### config.mk
export PLATFORM = sky130hd
export DESIGN_NAME = pms_master
export DESIGN_NICKNAME = d
export VERILOG_FILES = /design/src/shared/pms_pkg.sv /design/src/rtl/pms_master.sv
export SDC_FILE = /design/constraint.sdc
export NUM_CORES = 1
export LEC_CHECK = 0
export BUFFER_PORTS_ARGS = -buffer_cell sky130_fd_sc_hd__buf_2
export CAP_MARGIN = 20
export CORE_MARGIN = 10
export CORE_UTILIZATION = 45
export CTS_CLUSTER_SIZE = 12
export DETAILED_ROUTE_END_ITERATION = 10
export PLACE_DENSITY = 0.63
export SLEW_MARGIN = 20
export SYNTH_ARGS = -nofsm -noshare
export SYNTH_HDL_FRONTEND = slang
export SYNTH_SLANG_ARGS = --single-unit
### constraint.sdc
create_clock -name ref_clk -period 11.5 [get_ports ref_clk]
set_input_delay 1.15 -clock ref_clk [delete_from_list [all_inputs] [get_ports ref_clk]]
set_output_delay 1.15 -clock ref_clk [all_outputs]
set_load 0.1 [all_outputs]
### src/shared/pms_pkg.sv
// constants, register map and frame layout for the phy management serial master
package pms_pkg;
  // register byte offsets; each register owns a 16-byte slot holding its aliases
  localparam logic [7:0] CFG_OFS = 8'h00;
  localparam logic [7:0] CMD_OFS = 8'h10;
  localparam logic [7:0] ADR_OFS = 8'h20;
  localparam logic [7:0] WTD_OFS = 8'h30;
  localparam logic [7:0] RDD_OFS = 8'h40;
  localparam logic [7:0] IND_OFS = 8'h50;
  // alias selector in address bits 3:2
  localparam logic [1:0] AL_PLAIN = 2'h0;
  localparam logic [1:0] AL_CLR = 2'h1;
  localparam logic [1:0] AL_SET = 2'h2;
  localparam logic [1:0] AL_INV = 2'h3;
  // access size codes
  localparam logic [1:0] SZ_BYTE = 2'h0;
  localparam logic [1:0] SZ_HALF = 2'h1;
  localparam logic [1:0] SZ_WORD = 2'h2;
  localparam logic [31:0] LANE_WORD = 32'hffff_ffff;
  localparam logic [31:0] LANE_HALF = 32'h0000_ffff;
  // implemented bits and reset values
  localparam logic [31:0] CFG_MASK = 32'h0000_803f;
  localparam logic [31:0] CMD_MASK = 32'h0000_0003;
  localparam logic [31:0] ADR_MASK = 32'h0000_1f1f;
  localparam logic [31:0] WTD_MASK = 32'h0000_ffff;
  localparam logic [31:0] CFG_RST = 32'h0000_0000;
  localparam logic [31:0] CMD_RST = 32'h0000_0000;
  localparam logic [31:0] ADR_RST = 32'h0000_0100;
  localparam logic [31:0] WTD_RST = 32'h0000_0000;
  // field positions
  localparam int CFG_TRST_BIT = 15;
  localparam int CFG_DIV_LSB = 2;
  localparam int CFG_PREAMBLE_SUPPRESS_BIT = 1;
  localparam int CFG_SWEEP_BIT = 0;
  localparam int CMD_SCAN_BIT = 1;
  localparam int CMD_READ_BIT = 0;
  localparam int ADR_PHY_LSB = 8;
  localparam int ADR_REG_LSB = 0;
  // frame layout
  localparam logic [31:0] PREAMBLE = 32'hffff_ffff;
  localparam logic [1:0] FR_START = 2'h1;
  localparam logic [1:0] OP_READ = 2'h2;
  localparam logic [1:0] OP_WRITE = 2'h1;
  localparam logic [1:0] TA_WRITE = 2'h2;
  localparam logic [1:0] TA_READ = 2'h3;
  localparam logic [6:0] LEN_FULL = 7'h40;
  localparam logic [6:0] LEN_PREAMBLE_SUPPRESS = 7'h20;
  localparam logic [6:0] LEFT_TA = 7'h12;
  localparam logic [6:0] LEFT_DATA = 7'h10;
  localparam logic [4:0] PHY_FIRST = 5'h01;
  localparam logic [4:0] STATUS_REG = 5'h01;
  localparam int LINK_UP_BIT = 2;
  // engine states
  typedef enum logic [2:0] {
    ST_IDLE = 3'b001,
    ST_FRAME = 3'b010,
    ST_DONE = 3'b100
  } pms_state_t;
endpackage : pms_pkg

### src/rtl/pms_master.sv
// phy management serial master: register port, mdc divider and frame engine
//
// Function
// test-reset bit in config holds the management engine in reset until cleared
// mdc is divided from the system clock by config field bits 5:2
// divisor codes 000x=4, 0010=6 up to 1000=40; others undefined
// software keeps mdc at or below 2.5 MHz, 12.5 MHz only if tolerated
// preamble-suppress bit drops the 32-bit preamble from every frame
// sweep polling reads phy addresses 1 up to the phy field value
// without sweep, polling reads always target the same phy address
// command scan bit makes the engine issue reads back to back continuously
// command read bit starts exactly one read whose data lands in read data
// with read bit clear, a write frame carries the write-data register value
// address bits 12:8 are the phy address of every frame except sweep polling reads
// address bits 4:0 are the register address of every frame
// 16- and 32-bit accesses work, aliases too; 8-bit accesses are ignored
// unimplemented register bits read back as zero
// each write to write data starts one write frame with held addresses; writes made while a write request is still pending share one frame
// after a read frame the 16 received bits are readable in read data
// busy shows a frame in progress, pending shows read data not yet valid
// link-failure flag follows the last status value read from the phy
// frames follow clause 22: preamble, start, op, addresses, turnaround, data
// the phy address field resets to 1
//
// Chosen here: strobed register access and the address map.
`timescale 1ns/10ps
`default_nettype none
module pms_master (
  input wire logic ref_clk,
  input wire logic rst_n,
  input wire logic clk_en,
  input wire logic [7:0] reg_addr,
  input wire logic [31:0] reg_wdata,
  input wire logic [1:0] reg_size,
  input wire logic reg_wr,
  input wire logic reg_rd,
  output logic [31:0] reg_rdata,
  output logic mdc,
  input wire logic mdio_in,
  output logic mdio_out,
  output logic mdio_oe
);

  // half mdc period in system clocks for a divisor code
  function automatic logic [4:0] half_period(input logic [3:0] code);
    case (code)
      4'h0, 4'h1: half_period = 5'h02;
      4'h2: half_period = 5'h03;
      4'h3: half_period = 5'h04;
      4'h4: half_period = 5'h05;
      4'h5: half_period = 5'h07;
      4'h6: half_period = 5'h0a;
      4'h7: half_period = 5'h0e;
      4'h8: half_period = 5'h14;
      default: half_period = 5'h14; // undefined codes run slowest, the safe choice
    endcase
  endfunction : half_period

  // register update through plain, clear, set and invert aliases
  function automatic logic [31:0] reg_update(input logic [31:0] old, input logic [31:0] wd,
      input logic [1:0] op, input logic [31:0] lanes, input logic [31:0] impl);
    logic [31:0] m;
    m = lanes & impl;
    case (op)
      pms_pkg::AL_CLR: reg_update = old & ~(wd & m);
      pms_pkg::AL_SET: reg_update = old | (wd & m);
      pms_pkg::AL_INV: reg_update = old ^ (wd & m);
      default: reg_update = (old & ~m) | (wd & m);
    endcase
  endfunction : reg_update

  logic rst_meta_r, rst_sync_r;
  logic mdio_meta_r, mdio_sync_r;
  logic [31:0] cfg_r, cmd_r, adr_r, wtd_r;
  logic [31:0] cfg_nxt, cmd_nxt, adr_nxt, wtd_nxt;
  logic [31:0] lane_mask, rdata_nxt, rdata_r;
  logic [1:0] alias_op;
  logic hit_cfg, hit_cmd, hit_adr, hit_wtd;
  logic wr_cfg, wr_cmd, wr_adr, wr_wtd;
  logic eng_rst, start_rd, start_wr;
  logic rd_req_r, wr_req_r, scan_on;
  logic take_wr, take_rd, take_scan;
  pms_pkg::pms_state_t state_r;
  logic [63:0] shift_r, frame;
  logic [6:0] left_r;
  logic is_read_r, is_scan_r;
  logic [4:0] half_r, div_cnt_r, cur_phy_r, reg_sel_r, frame_phy;
  logic mdc_r, mdio_out_r, mdio_oe_r;
  logic tick, rise_tick, fall_tick;
  logic [15:0] shift_in_r, rdd_r;
  logic pending_r, link_fail_r, scan_ind_r;

  // reset release through two flops
  always_ff @(posedge ref_clk or negedge rst_n) begin
    if (!rst_n) begin
      rst_meta_r <= 1'b0;
      rst_sync_r <= 1'b0;
    end else if (clk_en) begin
      rst_meta_r <= 1'b1;
      rst_sync_r <= rst_meta_r;
    end
  end

  // mdio pin synchroniser; only the second flop is read
  always_ff @(posedge ref_clk or negedge rst_sync_r) begin
    if (!rst_sync_r) begin
      mdio_meta_r <= 1'b1;
      mdio_sync_r <= 1'b1;
    end else if (clk_en) begin
      mdio_meta_r <= mdio_in;
      mdio_sync_r <= mdio_meta_r;
    end
  end

  // byte lanes: bytes ignored, upper half touches only unimplemented bits
  always_comb begin
    case (reg_size)
      pms_pkg::SZ_WORD: lane_mask = pms_pkg::LANE_WORD;
      pms_pkg::SZ_HALF: lane_mask = reg_addr[1] ? 32'h0 : pms_pkg::LANE_HALF;
      default: lane_mask = 32'h0;
    endcase
  end

  // address decode, aliases live in the low nibble
  assign alias_op = reg_addr[3:2];
  assign hit_cfg = reg_addr[7:4] == pms_pkg::CFG_OFS[7:4];
  assign hit_cmd = reg_addr[7:4] == pms_pkg::CMD_OFS[7:4];
  assign hit_adr = reg_addr[7:4] == pms_pkg::ADR_OFS[7:4];
  assign hit_wtd = reg_addr[7:4] == pms_pkg::WTD_OFS[7:4];
  assign wr_cfg = reg_wr && hit_cfg && (|lane_mask);
  assign wr_cmd = reg_wr && hit_cmd && (|lane_mask);
  assign wr_adr = reg_wr && hit_adr && (|lane_mask);
  assign wr_wtd = reg_wr && hit_wtd && (|lane_mask);
  assign cfg_nxt = reg_update(cfg_r, reg_wdata, alias_op, lane_mask, pms_pkg::CFG_MASK);
  assign cmd_nxt = reg_update(cmd_r, reg_wdata, alias_op, lane_mask, pms_pkg::CMD_MASK);
  assign adr_nxt = reg_update(adr_r, reg_wdata, alias_op, lane_mask, pms_pkg::ADR_MASK);
  assign wtd_nxt = reg_update(wtd_r, reg_wdata, alias_op, lane_mask, pms_pkg::WTD_MASK);

  // software registers; config itself survives the test reset so it can be cleared
  always_ff @(posedge ref_clk or negedge rst_sync_r) begin
    if (!rst_sync_r) begin
      cfg_r <= pms_pkg::CFG_RST;
      cmd_r <= pms_pkg::CMD_RST;
      adr_r <= pms_pkg::ADR_RST;
      wtd_r <= pms_pkg::WTD_RST;
    end else if (clk_en) begin
      if (wr_cfg) cfg_r <= cfg_nxt;
      if (wr_cmd) cmd_r <= cmd_nxt;
      if (wr_adr) adr_r <= adr_nxt;
      if (wr_wtd) wtd_r <= wtd_nxt;
    end
  end

  assign eng_rst = cfg_r[pms_pkg::CFG_TRST_BIT];
  assign start_rd = wr_cmd && cmd_nxt[pms_pkg::CMD_READ_BIT]
                    && !cmd_r[pms_pkg::CMD_READ_BIT];
  assign start_wr = wr_wtd && lane_mask[0];
  assign scan_on = cmd_r[pms_pkg::CMD_SCAN_BIT];
  assign take_wr = (state_r == pms_pkg::ST_IDLE) && wr_req_r;
  assign take_rd = (state_r == pms_pkg::ST_IDLE) && !wr_req_r && rd_req_r;
  assign take_scan = (state_r == pms_pkg::ST_IDLE) && !wr_req_r && !rd_req_r && scan_on;

  // pending requests; a new request in the take cycle is kept
  always_ff @(posedge ref_clk or negedge rst_sync_r) begin
    if (!rst_sync_r) begin
      rd_req_r <= 1'b0;
      wr_req_r <= 1'b0;
    end else if (clk_en) begin
      if (eng_rst) begin
        rd_req_r <= 1'b0;
        wr_req_r <= 1'b0;
      end else begin
        rd_req_r <= (rd_req_r && !take_rd) || start_rd;
        wr_req_r <= (wr_req_r && !take_wr) || start_wr;
      end
    end
  end

  // phy for the next frame: sweep only applies to polling reads
  assign frame_phy = (take_scan && cfg_r[pms_pkg::CFG_SWEEP_BIT]) ? cur_phy_r
                     : adr_r[pms_pkg::ADR_PHY_LSB +: 5];
  assign frame = {pms_pkg::PREAMBLE, pms_pkg::FR_START,
                  take_wr ? pms_pkg::OP_WRITE : pms_pkg::OP_READ,
                  frame_phy, adr_r[pms_pkg::ADR_REG_LSB +: 5],
                  take_wr ? pms_pkg::TA_WRITE : pms_pkg::TA_READ,
                  take_wr ? wtd_r[15:0] : 16'hffff};

  // mdc divider runs only during a frame, idle level low
  assign tick = (state_r == pms_pkg::ST_FRAME) && (div_cnt_r == half_r - 5'h01);
  assign rise_tick = tick && !mdc_r;
  assign fall_tick = tick && mdc_r;

  always_ff @(posedge ref_clk or negedge rst_sync_r) begin
    if (!rst_sync_r) begin
      div_cnt_r <= 5'h00;
      mdc_r <= 1'b0;
      half_r <= 5'h14;
    end else if (clk_en) begin
      if (eng_rst || state_r != pms_pkg::ST_FRAME) begin
        div_cnt_r <= 5'h00;
        mdc_r <= 1'b0;
        // latched at frame start so a mid-frame change cannot glitch mdc
        half_r <= half_period(cfg_r[pms_pkg::CFG_DIV_LSB +: 4]);
      end else if (tick) begin
        div_cnt_r <= 5'h00;
        mdc_r <= !mdc_r;
      end else begin
        div_cnt_r <= div_cnt_r + 5'h01;
      end
    end
  end

  // frame engine: bits change after mdc falls, phy samples on the rise
  always_ff @(posedge ref_clk or negedge rst_sync_r) begin
    if (!rst_sync_r) begin
      state_r <= pms_pkg::ST_IDLE;
      shift_r <= 64'h0;
      left_r <= 7'h00;
      is_read_r <= 1'b0;
      is_scan_r <= 1'b0;
      reg_sel_r <= 5'h00;
      mdio_out_r <= 1'b0;
      mdio_oe_r <= 1'b0;
    end else if (clk_en) begin
      if (eng_rst) begin
        state_r <= pms_pkg::ST_IDLE;
        mdio_oe_r <= 1'b0;
        mdio_out_r <= 1'b0;
      end else begin
        case (state_r)
          pms_pkg::ST_IDLE: begin
            if (take_wr || take_rd || take_scan) begin
              state_r <= pms_pkg::ST_FRAME;
              is_read_r <= !take_wr;
              is_scan_r <= take_scan;
              reg_sel_r <= adr_r[pms_pkg::ADR_REG_LSB +: 5];
              mdio_oe_r <= 1'b1;
              if (cfg_r[pms_pkg::CFG_PREAMBLE_SUPPRESS_BIT]) begin
                shift_r <= {frame[31:0], 32'h0};
                left_r <= pms_pkg::LEN_PREAMBLE_SUPPRESS;
                mdio_out_r <= frame[31];
              end else begin
                shift_r <= frame;
                left_r <= pms_pkg::LEN_FULL;
                mdio_out_r <= frame[63];
              end
            end
          end
          pms_pkg::ST_FRAME: begin
            if (fall_tick) begin
              if (left_r == 7'h01) begin
                state_r <= pms_pkg::ST_DONE;
                mdio_oe_r <= 1'b0;
                mdio_out_r <= 1'b0;
              end else begin
                shift_r <= {shift_r[62:0], 1'b0};
                left_r <= left_r - 7'h01;
                mdio_out_r <= shift_r[62];
                // read frames release the line from the turnaround on
                mdio_oe_r <= !is_read_r || (left_r - 7'h01 > pms_pkg::LEFT_TA);
              end
            end
          end
          pms_pkg::ST_DONE: state_r <= pms_pkg::ST_IDLE;
          default: state_r <= pms_pkg::ST_IDLE;
        endcase
      end
    end
  end

  // sample read data on each mdc rise in the data field
  always_ff @(posedge ref_clk or negedge rst_sync_r) begin
    if (!rst_sync_r) begin
      shift_in_r <= 16'h0;
    end else if (clk_en) begin
      if (rise_tick && is_read_r && left_r <= pms_pkg::LEFT_DATA) begin
        shift_in_r <= {shift_in_r[14:0], mdio_sync_r};
      end
    end
  end

  // read results, link flag and sweep address
  always_ff @(posedge ref_clk or negedge rst_sync_r) begin
    if (!rst_sync_r) begin
      rdd_r <= 16'h0;
      pending_r <= 1'b0;
      link_fail_r <= 1'b0;
      cur_phy_r <= pms_pkg::PHY_FIRST;
    end else if (clk_en) begin
      if (eng_rst) begin
        rdd_r <= 16'h0;
        pending_r <= 1'b0;
        link_fail_r <= 1'b0;
        cur_phy_r <= pms_pkg::PHY_FIRST;
      end else begin
        if (state_r == pms_pkg::ST_DONE && is_read_r) begin
          rdd_r <= shift_in_r;
          pending_r <= 1'b0;
          if (reg_sel_r == pms_pkg::STATUS_REG) begin
            link_fail_r <= !shift_in_r[pms_pkg::LINK_UP_BIT];
          end
          if (is_scan_r) begin
            // wrap back to the first phy once the field value is reached
            cur_phy_r <= (cur_phy_r >= adr_r[pms_pkg::ADR_PHY_LSB +: 5])
                         ? pms_pkg::PHY_FIRST : cur_phy_r + 5'h01;
          end
        end
        if (take_rd || take_scan) pending_r <= 1'b1;
      end
    end
  end

  // scan indicator follows the command bit while the engine is enabled
  always_ff @(posedge ref_clk or negedge rst_sync_r) begin
    if (!rst_sync_r) scan_ind_r <= 1'b0;
    else if (clk_en) scan_ind_r <= scan_on && !eng_rst;
  end

  // read mux; unmapped offsets and byte reads return zero
  always_comb begin
    case (reg_addr[7:4])
      pms_pkg::CFG_OFS[7:4]: rdata_nxt = cfg_r;
      pms_pkg::CMD_OFS[7:4]: rdata_nxt = cmd_r;
      pms_pkg::ADR_OFS[7:4]: rdata_nxt = adr_r;
      pms_pkg::WTD_OFS[7:4]: rdata_nxt = wtd_r;
      pms_pkg::RDD_OFS[7:4]: rdata_nxt = {16'h0, rdd_r};
      pms_pkg::IND_OFS[7:4]: rdata_nxt = {28'h0, link_fail_r, pending_r, scan_ind_r,
                                          state_r != pms_pkg::ST_IDLE};
      default: rdata_nxt = 32'h0;
    endcase
  end

  // read data stands only in the cycle after the strobe
  always_ff @(posedge ref_clk or negedge rst_sync_r) begin
    if (!rst_sync_r) rdata_r <= 32'h0;
    else if (clk_en) rdata_r <= reg_rd ? (rdata_nxt & lane_mask) : 32'h0;
  end

  assign reg_rdata = rdata_r;
  assign mdc = mdc_r;
  assign mdio_out = mdio_out_r;
  assign mdio_oe = mdio_oe_r;

endmodule : pms_master
`default_nettype wire

==> impl_results.rst <==
.. list-table::
   :header-rows: 1

   * - Metric
     - Value
   * - Gates resized, CTS repair
     - 0
   * - Area of the die
     - 29400 um2
   * - Clock insertion delay at the later pin of the skew report
     - 0.44 ns
   * - Result of the run
     - complete, no violations
   * - Detailed router's first-iteration violation count
     - 510
   * - Iteration count of the initial detailed-routing pass
     - 5
   * - Final net count
     - 1159
   * - Nature of the critical path endpoint
     - flop
   * - Cells after Synth
     - 1045
   * - Num Clock Sinks
     - 190
   * - Instance area at placement
     - 10720 um2
   * - # hold bufs at CTS
     - 0
   * - Time the final worst path needs with I/O delays and setup
     - 3.451 ns
   * - Standard cell with the maximum stage delay on the critical path
     - sky130_fd_sc_hd__buf_4
   * - Count of buffer and inverter cells on the critical path
     - 3
   * - Leakage
     - 5.263 nW
   * - Commonest cells after routing, fill and taps aside
     - 182 x sky130_fd_sc_hd__dfrtp_1, 115 x sky130_fd_sc_hd__nand2_1, 71 x sky130_fd_sc_hd__nor2_1
   * - HPWL after DPL
     - 17.36 mm
   * - Via total after detailed routing
     - 7905
   * - CP Data Required Time
     - 11.82 ns
   * - Total I/O pin count
     - 83
   * - Sequential Power Share
     - 43.1%
   * - Gp weighted congestion
     - 0.8381
   * - Final TNS setup
     - 0 ns
   * - Initial core utilization
     - 45.60%
   * - Portion of the clock cycle consumed by the worst path in the final layout
     - 30.01%
   * - Drt total wl
     - 25.11 mm
   * - Antenna diode count
     - 0
   * - Highest ir drop seen on vdd
     - 0.1136 mV
   * - Setup repair after global routing missed its margin
     - false
   * - Y dimension of the die
     - 171.5 um
   * - Portion of synthesized cell area occupied by the leading cell type
     - 44.36%
   * - Pin count of the biggest net entering global routing
     - 71
   * - Clock tree from TritonCTS
     - done
   * - Post-route cell area
     - 11370 um2
   * - Final-report hold violation count
     - 0
   * - Worst rel slew slack
     - 35.30%
   * - Worst setup endpoint
     - shift_r[4]
   * - Cell family with the largest share of critical-path delay
     - buffers and inverters
   * - Post-synth EDFFs
     - 0
   * - Beginning of the critical path
     - clk_en
   * - Total of flip-flops plus latches after synthesis
     - 190
   * - Level count of the clock H-tree
     - 4
   * - Internal power of the cells
     - 1.238 mW
   * - Per-instance average area after synthesis
     - 9.879 um2
   * - Sequential area share after synthesis
     - 46.14%
   * - Area of the placeable core
     - 22640 um2
   * - Final count of pins violating max slew
     - 0
   * - Final setup vio count
     - 0
   * - Worst Max-Slew Pin Slew
     - 0.9704 ns
   * - Number of warnings reported in the yosys synthesis log
     - 0
   * - Antenna violations before repair
     - 0
   * - Library cell with the largest summed area after synthesis
     - sky130_fd_sc_hd__dfrtp_1
   * - Aggregate global routing overflow
     - 0
   * - WP data arrival
     - 3.77 ns
   * - Number of routed nets with antenna violations
     - 0
   * - Global-route wire length before repair
     - 42.19 mm
   * - Remaining DRCs
     - 0
   * - Fmax
     - 289.8 MHz
   * - R2R Path End
     - shift_r[4]
   * - Die Width
     - 171.5 um
   * - Floorplan row count
     - 55
   * - Reg2reg start
     - half_r[0]
   * - Area growth syn-to-layout
     - 10.13%
   * - CTS root buffer
     - sky130_fd_sc_hd__clkbuf_16
   * - Clock slew at the register clock pins of the worst setup and hold paths
     - 0.07 ns
   * - Count of cell instances traversed by the critical path
     - 7
   * - Post-synth ARST share
     - 100.0%
   * - Library cells used by synthesis
     - 69
   * - Worst reg-to-reg setup slack
     - 8.22 ns
   * - Highest cell delay on the worst timing path
     - 0.67 ns
   * - R2R depth
     - 8
   * - Fraction of final layout cells with drive strength greater than 1
     - 14.14%
   * - Leading cell types by total area after synthesis
     - sky130_fd_sc_hd__dfrtp_1 44%, sky130_fd_sc_hd__ha_1 5.9%, sky130_fd_sc_hd__nand2_1 4.2%
   * - GRT Resource Usage Total
     - 17.75%
   * - Worst min-delay path class
     - reg -> async
   * - Type of the setup path with the least slack
     - in -> reg
   * - Setup Buffers After CTS
     - 0
   * - CP startpoint kind
     - input pin
   * - Number of buffers added on ports
     - 49
   * - Maximum buffer depth of the clock tree
     - 2
   * - Largest clock skew in the final design
     - 0.01106 ns
   * - Netlist area before placement
     - 10320 um2
   * - Via count of the first global-routing pass
     - 7878
   * - Share of total power in combinational logic
     - 21.6%
   * - Max-capacitance violation count
     - 0
   * - Net switching fraction of the power
     - 32.20%
   * - Via density per instance
     - 5.813
   * - CTS Buf Count
     - 17
   * - Maximum fanout count along the critical path
     - 61
   * - Ordered cell list for the critical path
     - buf_2, buf_4, nor2b_1, nand2_1, a21oi_4, buf_4, mux2_2
   * - Predominant post-synthesis flop cell
     - sky130_fd_sc_hd__dfrtp_1
   * - Portion of total power attributed to the clock network
     - 35.4%
   * - PD cells
     - 160.6 nW/um2
   * - Switching power summed over all nets
     - 0.5881 mW
   * - Most common cell after layout, fill and taps aside
     - sky130_fd_sc_hd__dfrtp_1
   * - Routed length per placed instance
     - 18.46 um
   * - Most prevalent standard cell on the critical path
     - sky130_fd_sc_hd__buf_4
Yosys cell counts, drive strengths merged (14+ instances only):
library cell    n
inv            64
o21ai          46
a22o           27
o22ai          40
a31oi          14
o2bb2ai        27
mux2           60
a21oi          67
nor2           71
nand2         116
buf            29
o31ai          24
clkbuf         49
ha             49
mux2i          27
dfrtp         183
how the worst min path moves through the flow:
stage,start,cells after the start,end
after detailed placement,rst_sync_r,0,div_cnt_r[4]
after global routing,rst_sync_r,0,div_cnt_r[4]
after floorplan,rst_meta_r,1,rst_meta_r
final,rst_sync_r,0,div_cnt_r[4]
after global placement,rst_sync_r,0,div_cnt_r[4]
after CTS,rst_sync_r,0,div_cnt_r[4]
kinds of logic (layout without fill, tap and decap cells):
| kind of cell | count (synthesis) | in the layout | share of synthesized area, % |
|---|---|---|---|
| simple gates | 257 | 257 | 11.44 |
| fa+ha+maj | 49 | 49 | 5.939 |
| other cells | 1 | 16 | 0.03632 |
| buf+inv | 142 | 157 | 6.024 |
| mux | 87 | 87 | 9.163 |
| flops | 190 | 190 | 46.14 |
| xor+xnor | 10 | 10 | 0.8484 |
| compound gates | 309 | 309 | 20.41 |
sequential cells by signal, indices dropped and copies added (netlist names), 2 cells and up:
register,cells
cfg_r,7
shift_r,63
div_cnt_r,5
cur_phy_r,5
state_r,3
adr_r,10
reg_sel_r,5
cmd_r,2
left_r,7
reg_rdata,16
wtd_r,16
half_r,5
rdd_r,16
shift_in_r,16
layer usage:
metal,global-route usage (%),part of all wire [%]
met1,24.22,48
met2,28.63,47
met3,2.750,3.9
met4,4.839,1.7
met5,0,0
worst register-to-register path, delay by kind of cell, from the launching register on:
family | cells | cell delay (ns)
buffers and inverters | 2 | 0.76
AND/OR/NAND/NOR | 2 | 0.74
AO/OA/AOI/OAI | 2 | 0.55
multiplexers | 1 | 0.48
flip-flops | 1 | 0.41
adder cells (fa/ha/maj) | 1 | 0.22
area by class of cell:
| type | count | area [um2] |
|---|---|---|
| inverter | 64 | 240.2 |
| clock inverter | 13 | 190.2 |
| timing repair buffer | 61 | 335.3 |
| multi-input combinational | 728 | 5027 |
| sequential | 190 | 4767 |
| fill | 2045 | 11270 |
| tap | 285 | 356.6 |
| clock buffer | 19 | 452.9 |
power by group through the flow:
stage	Combinational (mW)	Sequential, mW	Clock, mW
2_1_floorplan	0.295	0.814	0
3_3_place_gp	0.385	0.795	0
3_5_place_dp	0.392	0.798	0
4_1_cts	0.394	0.785	0.659
5_1_grt	0.443	0.794	0.684
6_report	0.394	0.786	0.646
through the flow:
step	worst slack, ns	cells	total power [mW]	hold WS [ns]	util, %
after floorplan	5.810	1060	1.109	0.4305	-
after global placement	7.621	1328	1.180	0.4340	47.34
after detailed placement	7.578	1328	1.190	0.4416	47.34
after CTS	8.040	1360	1.839	0.4458	50.19
after global routing	7.795	1360	1.922	0.4592	50.22
final	8.049	1360	1.826	0.3957	50.22
(Power assumes the default switching activity.)
